## src/design/spdif_irq_defs.svh

```systemverilog
// Constants for the receiver status and interrupt block
`ifndef SPDIF_IRQ_DEFS_SVH
`define SPDIF_IRQ_DEFS_SVH

// ----------------------------------------------------------------------
// Register port geometry
// ----------------------------------------------------------------------
`define RA_W              7
`define RD_W              9

// ----------------------------------------------------------------------
// Register addresses
// ----------------------------------------------------------------------
`define ADDR_IRQ_MASK     7'h25
`define ADDR_IRQ_CAUSE    7'h2b
`define ADDR_LIVE_STATUS  7'h31

// ----------------------------------------------------------------------
// Reset values
// ----------------------------------------------------------------------
`define MASK_RESET        9'h000
`define CAUSE_RESET       8'h00
`define FLAGS_RESET       12'h000
`define RDATA_RESET       9'h000

// ----------------------------------------------------------------------
// Cause register bit positions
// ----------------------------------------------------------------------
`define CB_LOCK           0
`define CB_VALID          1
`define CB_BLOCK          2
`define CB_FRAME          3
`define CB_NONAUDIO       4
`define CB_COPY           5
`define CB_PREEMPH        6
`define CB_RATE           7
`define CAUSE_W           8

// ----------------------------------------------------------------------
// Mask register bit positions
// ----------------------------------------------------------------------
`define MB_LOCK           0
`define MB_VALID          1
`define MB_BLOCK          2
`define MB_FRAME          3
`define MB_CHSTAT_NONPCM  4
`define MB_BURST_SYNC     5
`define MB_COPY           6
`define MB_PREEMPH        7
`define MB_RATE           8
`define MASK_W            9

// ----------------------------------------------------------------------
// Live status register bit positions
// ----------------------------------------------------------------------
`define SB_CHSTAT_NONPCM  0
`define SB_BURST_SYNC     1
`define SB_COPY_OFF       2
`define SB_PREEMPH        3
`define SB_RATE_LO        4
`define SB_RATE_HI        5
`define SB_UNLOCK         6
`define STATUS_W          7

// ----------------------------------------------------------------------
// Synchronised flag vector layout
// ----------------------------------------------------------------------
`define FV_UNLOCK         0
`define FV_INVALID        1
`define FV_BLOCK          2
`define FV_PARITY         3
`define FV_CHSTAT_NONPCM  4
`define FV_BURST_SYNC     5
`define FV_COPY_OFF       6
`define FV_PREEMPH        7
`define FV_RATE_LO        8
`define FV_RATE_HI        9
`define FV_BIPHASE        10
`define FV_SEQ_ERR        11
`define FLAGS_W           12

// Cycles for the synchroniser to fill before edges are trusted
`define SETTLE_CYCLES     2'h3
`define SETTLE_ZERO       2'h0
`define SETTLE_ONE        2'h1

`endif

```

## src/design/spdif_irq_pkg.sv

```systemverilog
// Types for the receiver status and interrupt block
package spdif_irq_pkg;

  // Start-up sequencing of the change detector
  typedef enum logic [0:0] {
    ST_SETTLE,
    ST_RUN
  } watch_state_t;

endpackage

```

## src/design/spdif_rx_status_interrupt.sv

```systemverilog
// Receiver status, interrupt cause latch and mask for the audio receiver
`timescale 1ns/10ps
`include "spdif_irq_defs.svh"

module spdif_rx_status_interrupt (
  // Clock and reset
  input  wire logic                  core_clk,
  input  wire logic                  rstn,
  // Receiver flags, from the recovered-clock side
  input  wire logic                  unlock_flag,
  input  wire logic                  invalid_flag,
  input  wire logic                  parity_error,
  input  wire logic                  biphase_error,
  input  wire logic                  subframe_seq_error,
  input  wire logic                  chstat_nonpcm,
  input  wire logic                  burst_sync_detected,
  input  wire logic                  copyright_off,
  input  wire logic                  preemph_flag,
  input  wire logic                  chan_stat_block_updated,
  input  wire logic [1:0]            recovered_rate,
  // Register access port from the serial control decoder
  input  wire logic [`RA_W-1:0]      reg_addr,
  input  wire logic                  reg_wr,
  input  wire logic [`RD_W-1:0]      reg_wdata,
  input  wire logic                  reg_rd,
  output logic      [`RD_W-1:0]      reg_rdata,
  output logic                       reg_rvalid,
  // Interrupt line to the host, active low
  output logic                       irq_n_out
);

  // ----------------------------------------------------------------------
  // Helpers
  // ----------------------------------------------------------------------

  // Address match for a register access
  function automatic logic addr_hit(input logic [`RA_W-1:0] addr,
                                    input logic [`RA_W-1:0] target);
    addr_hit = (addr == target);
  endfunction

  // Level change between two samples
  function automatic logic changed(input logic now_v, input logic was_v);
    changed = now_v ^ was_v;
  endfunction

  // Low to high transition between two samples
  function automatic logic rose(input logic now_v, input logic was_v);
    rose = now_v & ~was_v;
  endfunction

  // Frame error is any of the three frame faults, judged after the sync
  function automatic logic frame_fault(input logic [`FLAGS_W-1:0] f);
    frame_fault = f[`FV_PARITY] | f[`FV_BIPHASE] | f[`FV_SEQ_ERR];
  endfunction

  // ----------------------------------------------------------------------
  // Flag gathering and synchronisation
  // ----------------------------------------------------------------------

  logic [`FLAGS_W-1:0] raw_flags;
  logic [`FLAGS_W-1:0] sync_flags;

  // Pack flags; the three frame faults cross in the same vector, so no logic
  // reads them before the second flop
  always_comb begin
    raw_flags                     = `FLAGS_RESET;
    raw_flags[`FV_UNLOCK]         = unlock_flag;
    raw_flags[`FV_INVALID]        = invalid_flag;
    raw_flags[`FV_BLOCK]          = chan_stat_block_updated;
    raw_flags[`FV_PARITY]         = parity_error;
    raw_flags[`FV_BIPHASE]        = biphase_error;
    raw_flags[`FV_SEQ_ERR]        = subframe_seq_error;
    raw_flags[`FV_CHSTAT_NONPCM]  = chstat_nonpcm;
    raw_flags[`FV_BURST_SYNC]     = burst_sync_detected;
    raw_flags[`FV_COPY_OFF]       = copyright_off;
    raw_flags[`FV_PREEMPH]        = preemph_flag;
    raw_flags[`FV_RATE_LO]        = recovered_rate[0];
    raw_flags[`FV_RATE_HI]        = recovered_rate[1];
  end

  // Receiver flags run on the recovered clock, so they cross here
  flag_sync u_flag_sync (
    .core_clk    (core_clk),
    .rstn        (rstn),
    .async_flags (raw_flags),
    .sync_flags  (sync_flags)
  );

  // ----------------------------------------------------------------------
  // Start-up sequencing
  // ----------------------------------------------------------------------

  spdif_irq_pkg::watch_state_t state_q;
  spdif_irq_pkg::watch_state_t state_d;
  logic [1:0]                  settle_q;
  logic [1:0]                  settle_d;
  logic                        watching;

  // Edges are ignored until the synchroniser holds real samples,
  // otherwise reset zeros would look like a change on every flag that is high
  always_comb begin
    state_d  = state_q;
    settle_d = settle_q;
    unique case (state_q)
      spdif_irq_pkg::ST_SETTLE: begin
        settle_d = settle_q + `SETTLE_ONE;
        if (settle_q == `SETTLE_CYCLES) begin
          state_d  = spdif_irq_pkg::ST_RUN;
          settle_d = `SETTLE_ZERO;
        end
      end
      spdif_irq_pkg::ST_RUN: begin
        settle_d = `SETTLE_ZERO;
      end
    endcase
  end

  // Sequencer state
  always_ff @(posedge core_clk) begin
    if (!rstn) begin
      state_q  <= spdif_irq_pkg::ST_SETTLE;
      settle_q <= `SETTLE_ZERO;
    end else begin
      state_q  <= state_d;
      settle_q <= settle_d;
    end
  end

  assign watching = (state_q == spdif_irq_pkg::ST_RUN);

  // ----------------------------------------------------------------------
  // Previous-sample register for edge and change detection
  // ----------------------------------------------------------------------

  logic [`FLAGS_W-1:0] prev_q;

  // Tracks the flags every cycle, including while settling
  always_ff @(posedge core_clk) begin
    if (!rstn) begin
      prev_q <= `FLAGS_RESET;
    end else begin
      prev_q <= sync_flags;
    end
  end

  logic                frame_error_now;
  logic                frame_error_was;

  // Any corruption of the recovered frame counts as one frame error
  assign frame_error_now = frame_fault(sync_flags);
  assign frame_error_was = frame_fault(prev_q);

  // ----------------------------------------------------------------------
  // Mask register
  // ----------------------------------------------------------------------

  logic [`MASK_W-1:0] mask_q;
  logic               mask_wr;

  assign mask_wr = reg_wr & addr_hit(reg_addr, `ADDR_IRQ_MASK);

  // One bit per source, 1 blocks that source from the cause register and the line
  always_ff @(posedge core_clk) begin
    if (!rstn) begin
      mask_q <= `MASK_RESET;
    end else if (mask_wr) begin
      mask_q <= reg_wdata[`MASK_W-1:0];
    end
  end

  // ----------------------------------------------------------------------
  // Event detection
  // ----------------------------------------------------------------------

  logic [`CAUSE_W-1:0] events;
  logic                nonpcm_evt;
  logic                burst_evt;
  logic                rate_evt;

  // Each half of the non-audio flag has its own mask bit; the cause bit
  // is the OR of their masked change events, so a change in either unmasked half raises it
  assign nonpcm_evt = changed(sync_flags[`FV_CHSTAT_NONPCM], prev_q[`FV_CHSTAT_NONPCM])
                      & ~mask_q[`MB_CHSTAT_NONPCM];
  assign burst_evt  = changed(sync_flags[`FV_BURST_SYNC], prev_q[`FV_BURST_SYNC])
                      & ~mask_q[`MB_BURST_SYNC];

  // A rate change in either code bit is one event
  assign rate_evt = changed(sync_flags[`FV_RATE_LO], prev_q[`FV_RATE_LO])
                    | changed(sync_flags[`FV_RATE_HI], prev_q[`FV_RATE_HI]);

  // Masked events, laid out as the cause register
  always_comb begin
    events = `CAUSE_RESET;
    if (watching) begin
      events[`CB_LOCK]     = changed(sync_flags[`FV_UNLOCK], prev_q[`FV_UNLOCK])
                             & ~mask_q[`MB_LOCK];
      events[`CB_VALID]    = rose(sync_flags[`FV_INVALID], prev_q[`FV_INVALID])
                             & ~mask_q[`MB_VALID];
      events[`CB_BLOCK]    = rose(sync_flags[`FV_BLOCK], prev_q[`FV_BLOCK])
                             & ~mask_q[`MB_BLOCK];
      events[`CB_FRAME]    = rose(frame_error_now, frame_error_was)
                             & ~mask_q[`MB_FRAME];
      events[`CB_NONAUDIO] = nonpcm_evt | burst_evt;
      events[`CB_COPY]     = changed(sync_flags[`FV_COPY_OFF], prev_q[`FV_COPY_OFF])
                             & ~mask_q[`MB_COPY];
      events[`CB_PREEMPH]  = changed(sync_flags[`FV_PREEMPH], prev_q[`FV_PREEMPH])
                             & ~mask_q[`MB_PREEMPH];
      events[`CB_RATE]     = rate_evt & ~mask_q[`MB_RATE];
    end
  end

  // ----------------------------------------------------------------------
  // Levels that survive a cause read
  // ----------------------------------------------------------------------

  logic [`CAUSE_W-1:0] held;

  // Validity, frame error and block update still high at the read are
  // reloaded, so the line does not release while the condition persists
  always_comb begin
    held = `CAUSE_RESET;
    if (watching) begin
      held[`CB_VALID] = sync_flags[`FV_INVALID] & ~mask_q[`MB_VALID];
      held[`CB_BLOCK] = sync_flags[`FV_BLOCK]   & ~mask_q[`MB_BLOCK];
      held[`CB_FRAME] = frame_error_now         & ~mask_q[`MB_FRAME];
    end
  end

  // ----------------------------------------------------------------------
  // Cause latch
  // ----------------------------------------------------------------------

  logic [`CAUSE_W-1:0] cause_q;
  logic [`CAUSE_W-1:0] cause_d;
  logic                cause_rd;

  // Host reads the cause register to find the source and clear it
  assign cause_rd = reg_rd & addr_hit(reg_addr, `ADDR_IRQ_CAUSE);

  // Sticky bits; a new event in the read cycle is ORed in after the
  // clear so it waits for the next read instead of being lost
  always_comb begin
    if (cause_rd) begin
      cause_d = held | events;
    end else begin
      cause_d = cause_q | events;
    end
  end

  // Cause register state; writes to it are ignored
  always_ff @(posedge core_clk) begin
    if (!rstn) begin
      cause_q <= `CAUSE_RESET;
    end else begin
      cause_q <= cause_d;
    end
  end

  // ----------------------------------------------------------------------
  // Interrupt line
  // ----------------------------------------------------------------------

  // Low while any cause bit is set; follows the next cause state so the
  // line and the register never disagree
  always_ff @(posedge core_clk) begin
    if (!rstn) begin
      irq_n_out <= 1'b1;
    end else begin
      irq_n_out <= ~(|cause_d);
    end
  end

  // ----------------------------------------------------------------------
  // Live status
  // ----------------------------------------------------------------------

  logic [`STATUS_W-1:0] live_status;

  // Built from synchronised flags, independent of the mask
  always_comb begin
    live_status                    = `STATUS_W'(0);
    live_status[`SB_CHSTAT_NONPCM] = sync_flags[`FV_CHSTAT_NONPCM];
    live_status[`SB_BURST_SYNC]    = sync_flags[`FV_BURST_SYNC];
    live_status[`SB_COPY_OFF]      = sync_flags[`FV_COPY_OFF];
    live_status[`SB_PREEMPH]       = sync_flags[`FV_PREEMPH];
    live_status[`SB_RATE_LO]       = sync_flags[`FV_RATE_LO];
    live_status[`SB_RATE_HI]       = sync_flags[`FV_RATE_HI];
    live_status[`SB_UNLOCK]        = sync_flags[`FV_UNLOCK];
  end

  // ----------------------------------------------------------------------
  // Read data
  // ----------------------------------------------------------------------

  logic [`RD_W-1:0] rdata_d;

  // Read mux; cause read returns the bits before the clear, unknown
  // addresses read as zero
  always_comb begin
    rdata_d = `RDATA_RESET;
    if (addr_hit(reg_addr, `ADDR_IRQ_MASK)) begin
      rdata_d = mask_q;
    end else if (addr_hit(reg_addr, `ADDR_IRQ_CAUSE)) begin
      rdata_d = {1'b0, cause_q};
    end else if (addr_hit(reg_addr, `ADDR_LIVE_STATUS)) begin
      rdata_d = {2'b00, live_status};
    end
  end

  // Read data and its strobe, one cycle after the request
  always_ff @(posedge core_clk) begin
    if (!rstn) begin
      reg_rdata  <= `RDATA_RESET;
      reg_rvalid <= 1'b0;
    end else begin
      reg_rvalid <= reg_rd;
      if (reg_rd) begin
        reg_rdata <= rdata_d;
      end
    end
  end

endmodule // spdif_rx_status_interrupt

```

## src/design/flag_sync.sv

```systemverilog
// Two-stage synchroniser for the receiver flag vector
`timescale 1ns/10ps
`include "spdif_irq_defs.svh"

module flag_sync (
  // Clock and reset
  input  wire logic                  core_clk,
  input  wire logic                  rstn,
  // Flags from the receiver
  input  wire logic [`FLAGS_W-1:0]  async_flags,
  // Flags in the core clock domain
  output logic      [`FLAGS_W-1:0]  sync_flags
);

  logic [`FLAGS_W-1:0] meta_q;

  // First stage feeds only the second stage
  always_ff @(posedge core_clk) begin
    if (!rstn) begin
      meta_q     <= `FLAGS_RESET;
      sync_flags <= `FLAGS_RESET;
    end else begin
      meta_q     <= async_flags;
      sync_flags <= meta_q;
    end
  end

endmodule // flag_sync

```

## config.mk

```make
export PLATFORM = sky130hd
export DESIGN_NAME = spdif_rx_status_interrupt
export DESIGN_NICKNAME = d
export VERILOG_FILES = /design/src/design/spdif_irq_pkg.sv /design/src/design/spdif_rx_status_interrupt.sv /design/src/design/flag_sync.sv
export VERILOG_INCLUDE_DIRS = /design/src /design/src/design
export SDC_FILE = /design/constraint.sdc
export NUM_CORES = 1
export LEC_CHECK = 0
export BUFFER_PORTS_ARGS = -buffer_cell sky130_fd_sc_hd__buf_2
export CORE_ASPECT_RATIO = 0.9
export CORE_MARGIN = 2
export CORE_UTILIZATION = 54
export DETAILED_ROUTE_END_ITERATION = 8
export PLACE_DENSITY = 0.85
export SYNTH_ARGS = -nofsm -noshare
export SYNTH_HDL_FRONTEND = slang
export SYNTH_SLANG_ARGS = --single-unit
```

## constraint.sdc

```tcl
create_clock -name core_clk -period 1.8 [get_ports core_clk]
set_input_delay 0.45 -clock core_clk [delete_from_list [all_inputs] [get_ports core_clk]]
set_output_delay 0.45 -clock core_clk [all_outputs]
set_load 0.05 [all_outputs]
```

Word level (Yosys, flattened, before mapping). Index checks and enable logic that the tools add are counted.

Multiplexer cells: 10. Eq/ne operators: 4. $add $sub $neg: 1. Bitwise logic cells: 46. Reductions and logical operators: 1.

Operators by type and width (number): $mux 8 (3); $eq 7x6->1 const B (3); $and 1x1->1 (17); $not 1->1 (14); $mux 9 (1); $or 4x8->8 (1); $or 8x8->8 (1); $reduce_or 8->1 (1); $mux 7 (1); $xor 1x1->1 (7); $or 1x1->1 (6); $pmux 2 s2 (1); $mux 3 (1); $add 2x1->2 const B (1); $eq 2x2->1 const B (1); $mux 1 (2); $mux 2 (1).

Register bits after elaboration: 67. Input port bits: 32. Word-level logic and storage cells: 72. Output and inout bits: 11.

Logic depth before layout (Yosys ltp).
Depth in word-level cells: 10. Gate-level depth with buffers: 6. Gate-level depth less buffers: 5.

Cells and area by module. A second synthesis with hierarchy kept.

Cell total of the unflattened synthesis: 235. Area, all modules: 2464.9 µm².

Modules (own cells, without submodules): spdif_rx_status_interrupt (area an instance 1789.2 µm², cells an instance 185, instances 1, sequential area each 860.8 µm²); flag_sync (area an instance 675.6 µm², cells an instance 50, instances 1, sequential area each 480.5 µm²).

Least setup slack after synthesis. Ideal clock, no wire load.

Kind: input-to-reg. Start: input port reg_addr[2]. End: register irq_n_out. Arrival: 1.495 ns. Buffers on the path: 1. Setup time: 0.096 ns. Required time: 1.704 ns. Cell stages on the path: 5. Setup slack: 0.209 ns. Cell sequence: and4b_1 -> nand3_2 -> buf_6 -> a22o_1 -> o41ai_2.

Longest elaborated chain between the ends: 5.

Ends and longest elaborated chain: from (decl) (RTL line spdif_rx_status_interrupt.sv:22) `` input wire logic [`RA_W-1:0] reg_addr, ``; $eq 7x6->1 (RTL line spdif_rx_status_interrupt.sv:39) `addr_hit = (addr == target);`; $and 1x1->1 (RTL line spdif_rx_status_interrupt.sv:239) `` assign cause_rd = reg_rd & addr_hit(reg_addr, `ADDR_IRQ_CAUSE); ``; $mux 8 (RTL line spdif_rx_status_interrupt.sv:244) `if (cause_rd) begin`; $reduce_or 8->1 (RTL line spdif_rx_status_interrupt.sv:270) `irq_n_out <= ~(|cause_d);`; $not 1->1 (RTL line spdif_rx_status_interrupt.sv:270); to (signal assigned) (RTL line spdif_rx_status_interrupt.sv:270); to (decl) (RTL line spdif_rx_status_interrupt.sv:29) `output logic irq_n_out`.

No other way between the ends. A chain may end at the register's enable or synchronous reset.

Worst setup path in the final report.
Start: register cause_q[0]. End: register irq_n_out.

Longest elaborated chain between the ends: 4.

Ends and longest elaborated chain: from (decl) (RTL line spdif_rx_status_interrupt.sv:234) `` logic [`CAUSE_W-1:0] cause_q; ``; from (signal assigned) (RTL line spdif_rx_status_interrupt.sv:254) `` cause_q <= `CAUSE_RESET; ``; from (signal assigned) (RTL line spdif_rx_status_interrupt.sv:256) `cause_q <= cause_d;`; $or 8x8->8 (RTL line spdif_rx_status_interrupt.sv:247) `cause_d = cause_q | events;`; $mux 8 (RTL line spdif_rx_status_interrupt.sv:244); $reduce_or 8->1 (RTL line spdif_rx_status_interrupt.sv:270); $not 1->1 (RTL line spdif_rx_status_interrupt.sv:270).

No other way between the ends.

==> results.md <==
- The count of nets left with antenna violations after detail routing is 0.
- The total power of the final layout is 2883 µW.
- The die footprint is approximately 5000 µm².
- The die span in x is about 75 µm.
- The clock root buffer is sky130_fd_sc_hd__clkbuf_8.
- The share of the yosys chip area belonging to registers is a little under three fifths.
- The post-synthesis area per instance is roughly 10 µm².
- The category of the worst setup path capture point is a flop.
- The initial antenna violation count is 0.
- The post-route clock period utilization is approximately 82%.
- The final count of hold timing violations is 0.
- Row generation in the floorplan step produced 23 rows.
- Detailed placement finished with a half-perimeter wire length of between 2000 and 3000 µm.
- The die is a little under 70 µm tall.
- Data on the critical path is required at its endpoint by 2.04 ns.
- The repair_antennas step left the layout with diodes totalling 0.
- The number of levels in the clock H-tree is 3.
- The setup fix buffers added after clock tree synthesis is 0.
- The sum of routed wire length over all layers is around 4500 µm.
- The register clock-pin slew on the reported worst setup and hold paths is ~0.060 ns.
- The number of synthesized register bits is 67.
- The number of instances in the placed design is roughly 330.
- Buffers inserted during clock tree synthesis total 9.
- After synthesis the cells add up to about 2400 µm².
- Entering global routing, the biggest net connects between 60 and 70 pins.
- The worst-case vdd ir drop is approximately 0.66 mV.
- In this run the tool buffered the top-level ports with 42 buffer cells.
- The count of vias placed by the detailed router is about 1800.
- The largest total area in the synthesized netlist belongs to sky130_fd_sc_hd__dfxtp_1.
- The final global-route overflow total is 0.
- The final-layout setup total negative slack is 0 ns.
- The number of nets in the layout is 313.
- The number of hold-repair buffers added at the cts stage is 0.
- The number of remaining DRC errors is 0.
- The cell depth of the worst flop-to-flop path is 4.
- The number of warnings reported in the yosys synthesis log is 0.
- In the post-synthesis netlist, the biggest area contributors are sky130_fd_sc_hd__dfxtp_1, sky130_fd_sc_hd__and2_1, sky130_fd_sc_hd__a21boi_0, sky130_fd_sc_hd__nand2_1, sky130_fd_sc_hd__nand3_1.
- The longest clock path from root to sink contains 2 buffers.
- Data on the critical path arrives at its endpoint at approximately 1.7 ns.
- The post-layout minimum cycle time is around 1.5 ns.
- The number of vias per cell after detailed routing is 5.046.
- Synthesis produced a netlist whose cell count is 238.
- The congestion estimate from routability-driven global placement came to 0.8196.
- The setup path with the least slack is of type flop to flop.
- The total power divided by cell area is roughly 1000 nW/µm².
- Based on the critical path, the design can be clocked at up to 680.3 MHz.
- The count of cell types in the netlist is 38.
- The first routing iteration left approximately 110 violations.
- Setup repair after global routing left no endpoint under its margin.
- Counting instances, the worst hold path has a depth of 2.
- TritonCTS built the clock tree.
- In the final routed layout, each cell accounts on average for ~13 µm.
- The worst-path maximum fanout is 3.
- The number of nets produced by synthesis is 271.
- The count of TritonRoute iterations in the first routing pass is 4.
- The number of global-route vias before repair is between 1500 and 2000.
- Of the cells placed in the final design, the portion with a size suffix greater than 1 is between 20% and 30%.
- The count of pins over their slew limit is 0.
- Summed over its instances, the top area cell type makes up between 50% and 60% of the synthesized netlist area.
- For the pin with the worst max-slew slack, the measured transition is approximately 0.45 ns.
- The worst min-delay path category is primary input to flop.
- Between clock sinks in the finished design, the worst skew comes to 0.008148 ns.
- Post-CTS repair changed the size of 0 cells.
- In this run the count of I/O pins placed on the die edge is 43.
- The total area inside the core boundary comes to about 4400 µm².
- The analysis attributes to cell leakage a power of about 0.0012 µW.
- The number of setup violations in the final report is 0.
- The number of standard cells in the layout, taps in and fillers out is between 300 and 400.
- For this run, the total global-route usage over all layers was measured as about a fifth.
- Relative to the synthesized area, the layout overhead comes to 18.20%.
- STA classifies the critical path startpoint as a flop.
- The insertion delay to the later sink of the worst-skew pair is 0.33 ns.
- The initial core utilization is a little under three fifths.
- The flow ran to the end, and the final reports show no timing, DRC or antenna violations.
- Headroom to the max-slew limit came out at 70.02%.
- The max-cap check violation count is 0.
- The clock sink count is 67.
- The first-pass GRT wire length is between 7000 and 8000 µm.
## final timing paths
kind	from	endpoint	slack, ns
worst max-delay path	cause_q[0]	irq_n_out	0.33
worst min-delay path	recovered_rate[1]	u_flag_sync.meta_q[9]	0.32
worst max register to register	cause_q[0]	irq_n_out	0.33
worst min register to register	u_flag_sync.meta_q[9]	u_flag_sync.sync_flags[9]	0.43
## where the power goes
group / internal (µW) / switching [µW]
clock: 572 / 503
combinational: 102 / 125
sequential: 1550 / 34.7
total: 2220 / 663
## critical path, stage by stage, from the launching register on
cell and delay (ns):
sky130_fd_sc_hd__dfxtp_1 0.32, sky130_fd_sc_hd__or4_1 0.50, sky130_fd_sc_hd__o21ai_0 0.16, sky130_fd_sc_hd__nand4bb_1 0.18, sky130_fd_sc_hd__o41ai_2 0.22
## flip-flops by register name, indices dropped and copies added (netlist names)
signal / flops
cause_q: 8
mask_q: 9
u_flag_sync.meta_q: 12
irq_n_out: 1
state_q: 1
prev_q: 12
reg_rdata: 9
u_flag_sync.sync_flags: 12
reg_rvalid: 1
settle_q: 2
## layer usage
metal	GRT usage, %	wire length (µm)
met2	30.09	2135
met5	0	0
met1	23.99	2058
met4	8.036	58
met3	7.164	213
## stage by stage
step	setup WS [ns]	utilization, %	area [µm²]	hold WS (ns)
global placement	0.06455	61.44	2688	0.4143
global route	0.2580	65.39	2860	0.3156
detailed placement	0.02145	61.44	2688	0.4191
finish	0.3302	65.39	2860	0.3201
CTS	0.3389	65.39	2860	0.3101
floorplan	0.2089	-	2420	0.4081
## Yosys cell counts
cell type and count:
sky130_fd_sc_hd__dfxtp_1 67, sky130_fd_sc_hd__and2_1 40, sky130_fd_sc_hd__nand2_1 23, sky130_fd_sc_hd__a21boi_0 15
sky130_fd_sc_hd__clkbuf_1 13, sky130_fd_sc_hd__nand3_1 12, sky130_fd_sc_hd__a31oi_1 8, sky130_fd_sc_hd__o21ai_0 8
sky130_fd_sc_hd__a22oi_1 7, sky130_fd_sc_hd__xor2_1 4, sky130_fd_sc_hd__nand2b_1 3, sky130_fd_sc_hd__nand3b_1 3
sky130_fd_sc_hd__nor3b_1 3, sky130_fd_sc_hd__xnor2_1 3, sky130_fd_sc_hd__a211oi_1 2, sky130_fd_sc_hd__a21o_2 2
sky130_fd_sc_hd__a21oi_1 2, sky130_fd_sc_hd__and2_2 2, sky130_fd_sc_hd__buf_2 2, sky130_fd_sc_hd__a22o_1 1
sky130_fd_sc_hd__a32o_1 1, sky130_fd_sc_hd__and3_2 1, sky130_fd_sc_hd__and4b_1 1, sky130_fd_sc_hd__and4bb_2 1
sky130_fd_sc_hd__buf_6 1, sky130_fd_sc_hd__ha_1 1, sky130_fd_sc_hd__inv_1 1, sky130_fd_sc_hd__nand3_2 1
sky130_fd_sc_hd__nand4bb_1 1, sky130_fd_sc_hd__nor2b_1 1, sky130_fd_sc_hd__nor3_1 1, sky130_fd_sc_hd__nor3b_4 1
sky130_fd_sc_hd__nor4b_1 1, sky130_fd_sc_hd__nor4bb_1 1, sky130_fd_sc_hd__o21a_1 1, sky130_fd_sc_hd__o31ai_1 1
sky130_fd_sc_hd__o41ai_2 1, sky130_fd_sc_hd__or4_1 1
## cells by family after synthesis
| family | Yosys count | share of synthesized area [%] |
|---|---|---|
| buf+inv | 17 | 3.051 |
| fa+ha+maj | 1 | 0.5170 |
| simple gates | 97 | 24.10 |
| xor+xnor | 7 | 2.534 |
| flops | 67 | 55.43 |
| compound gates | 49 | 14.38 |
## cells in the final DEF, fill, tap and decap left out, types with 2 or more instances in the layout
master,n
sky130_fd_sc_hd__clkbuf_1,3
sky130_fd_sc_hd__nand2_1,23
sky130_fd_sc_hd__nand3_1,12
sky130_fd_sc_hd__a21boi_0,15
sky130_fd_sc_hd__buf_4,4
sky130_fd_sc_hd__nor3b_1,3
sky130_fd_sc_hd__a22oi_1,7
sky130_fd_sc_hd__dfxtp_1,67
sky130_fd_sc_hd__and2_1,40
sky130_fd_sc_hd__buf_2,42
sky130_fd_sc_hd__and2_2,2
sky130_fd_sc_hd__clkinv_2,2
sky130_fd_sc_hd__clkbuf_8,11
sky130_fd_sc_hd__a21o_2,2
sky130_fd_sc_hd__a31oi_1,8
sky130_fd_sc_hd__nand3b_1,3
sky130_fd_sc_hd__o21ai_0,8
sky130_fd_sc_hd__xnor2_1,3
sky130_fd_sc_hd__xor2_1,4
sky130_fd_sc_hd__nand2b_1,3
sky130_fd_sc_hd__a21oi_1,2
sky130_fd_sc_hd__a211oi_1,2
## area by class of cell
| cell class | count | area (µm²) |
|---|---|---|
| clock buffer | 14 | 162.7 |
| clock inverter | 2 | 10.01 |
| fill | 389 | 1514 |
| timing repair buffer | 47 | 260.3 |
| inverter | 1 | 3.754 |
| multi-input combinational | 154 | 1005 |
| tap | 62 | 77.57 |
| sequential | 67 | 1341 |
No activity file was read; power rests on OpenSTA's default activity.
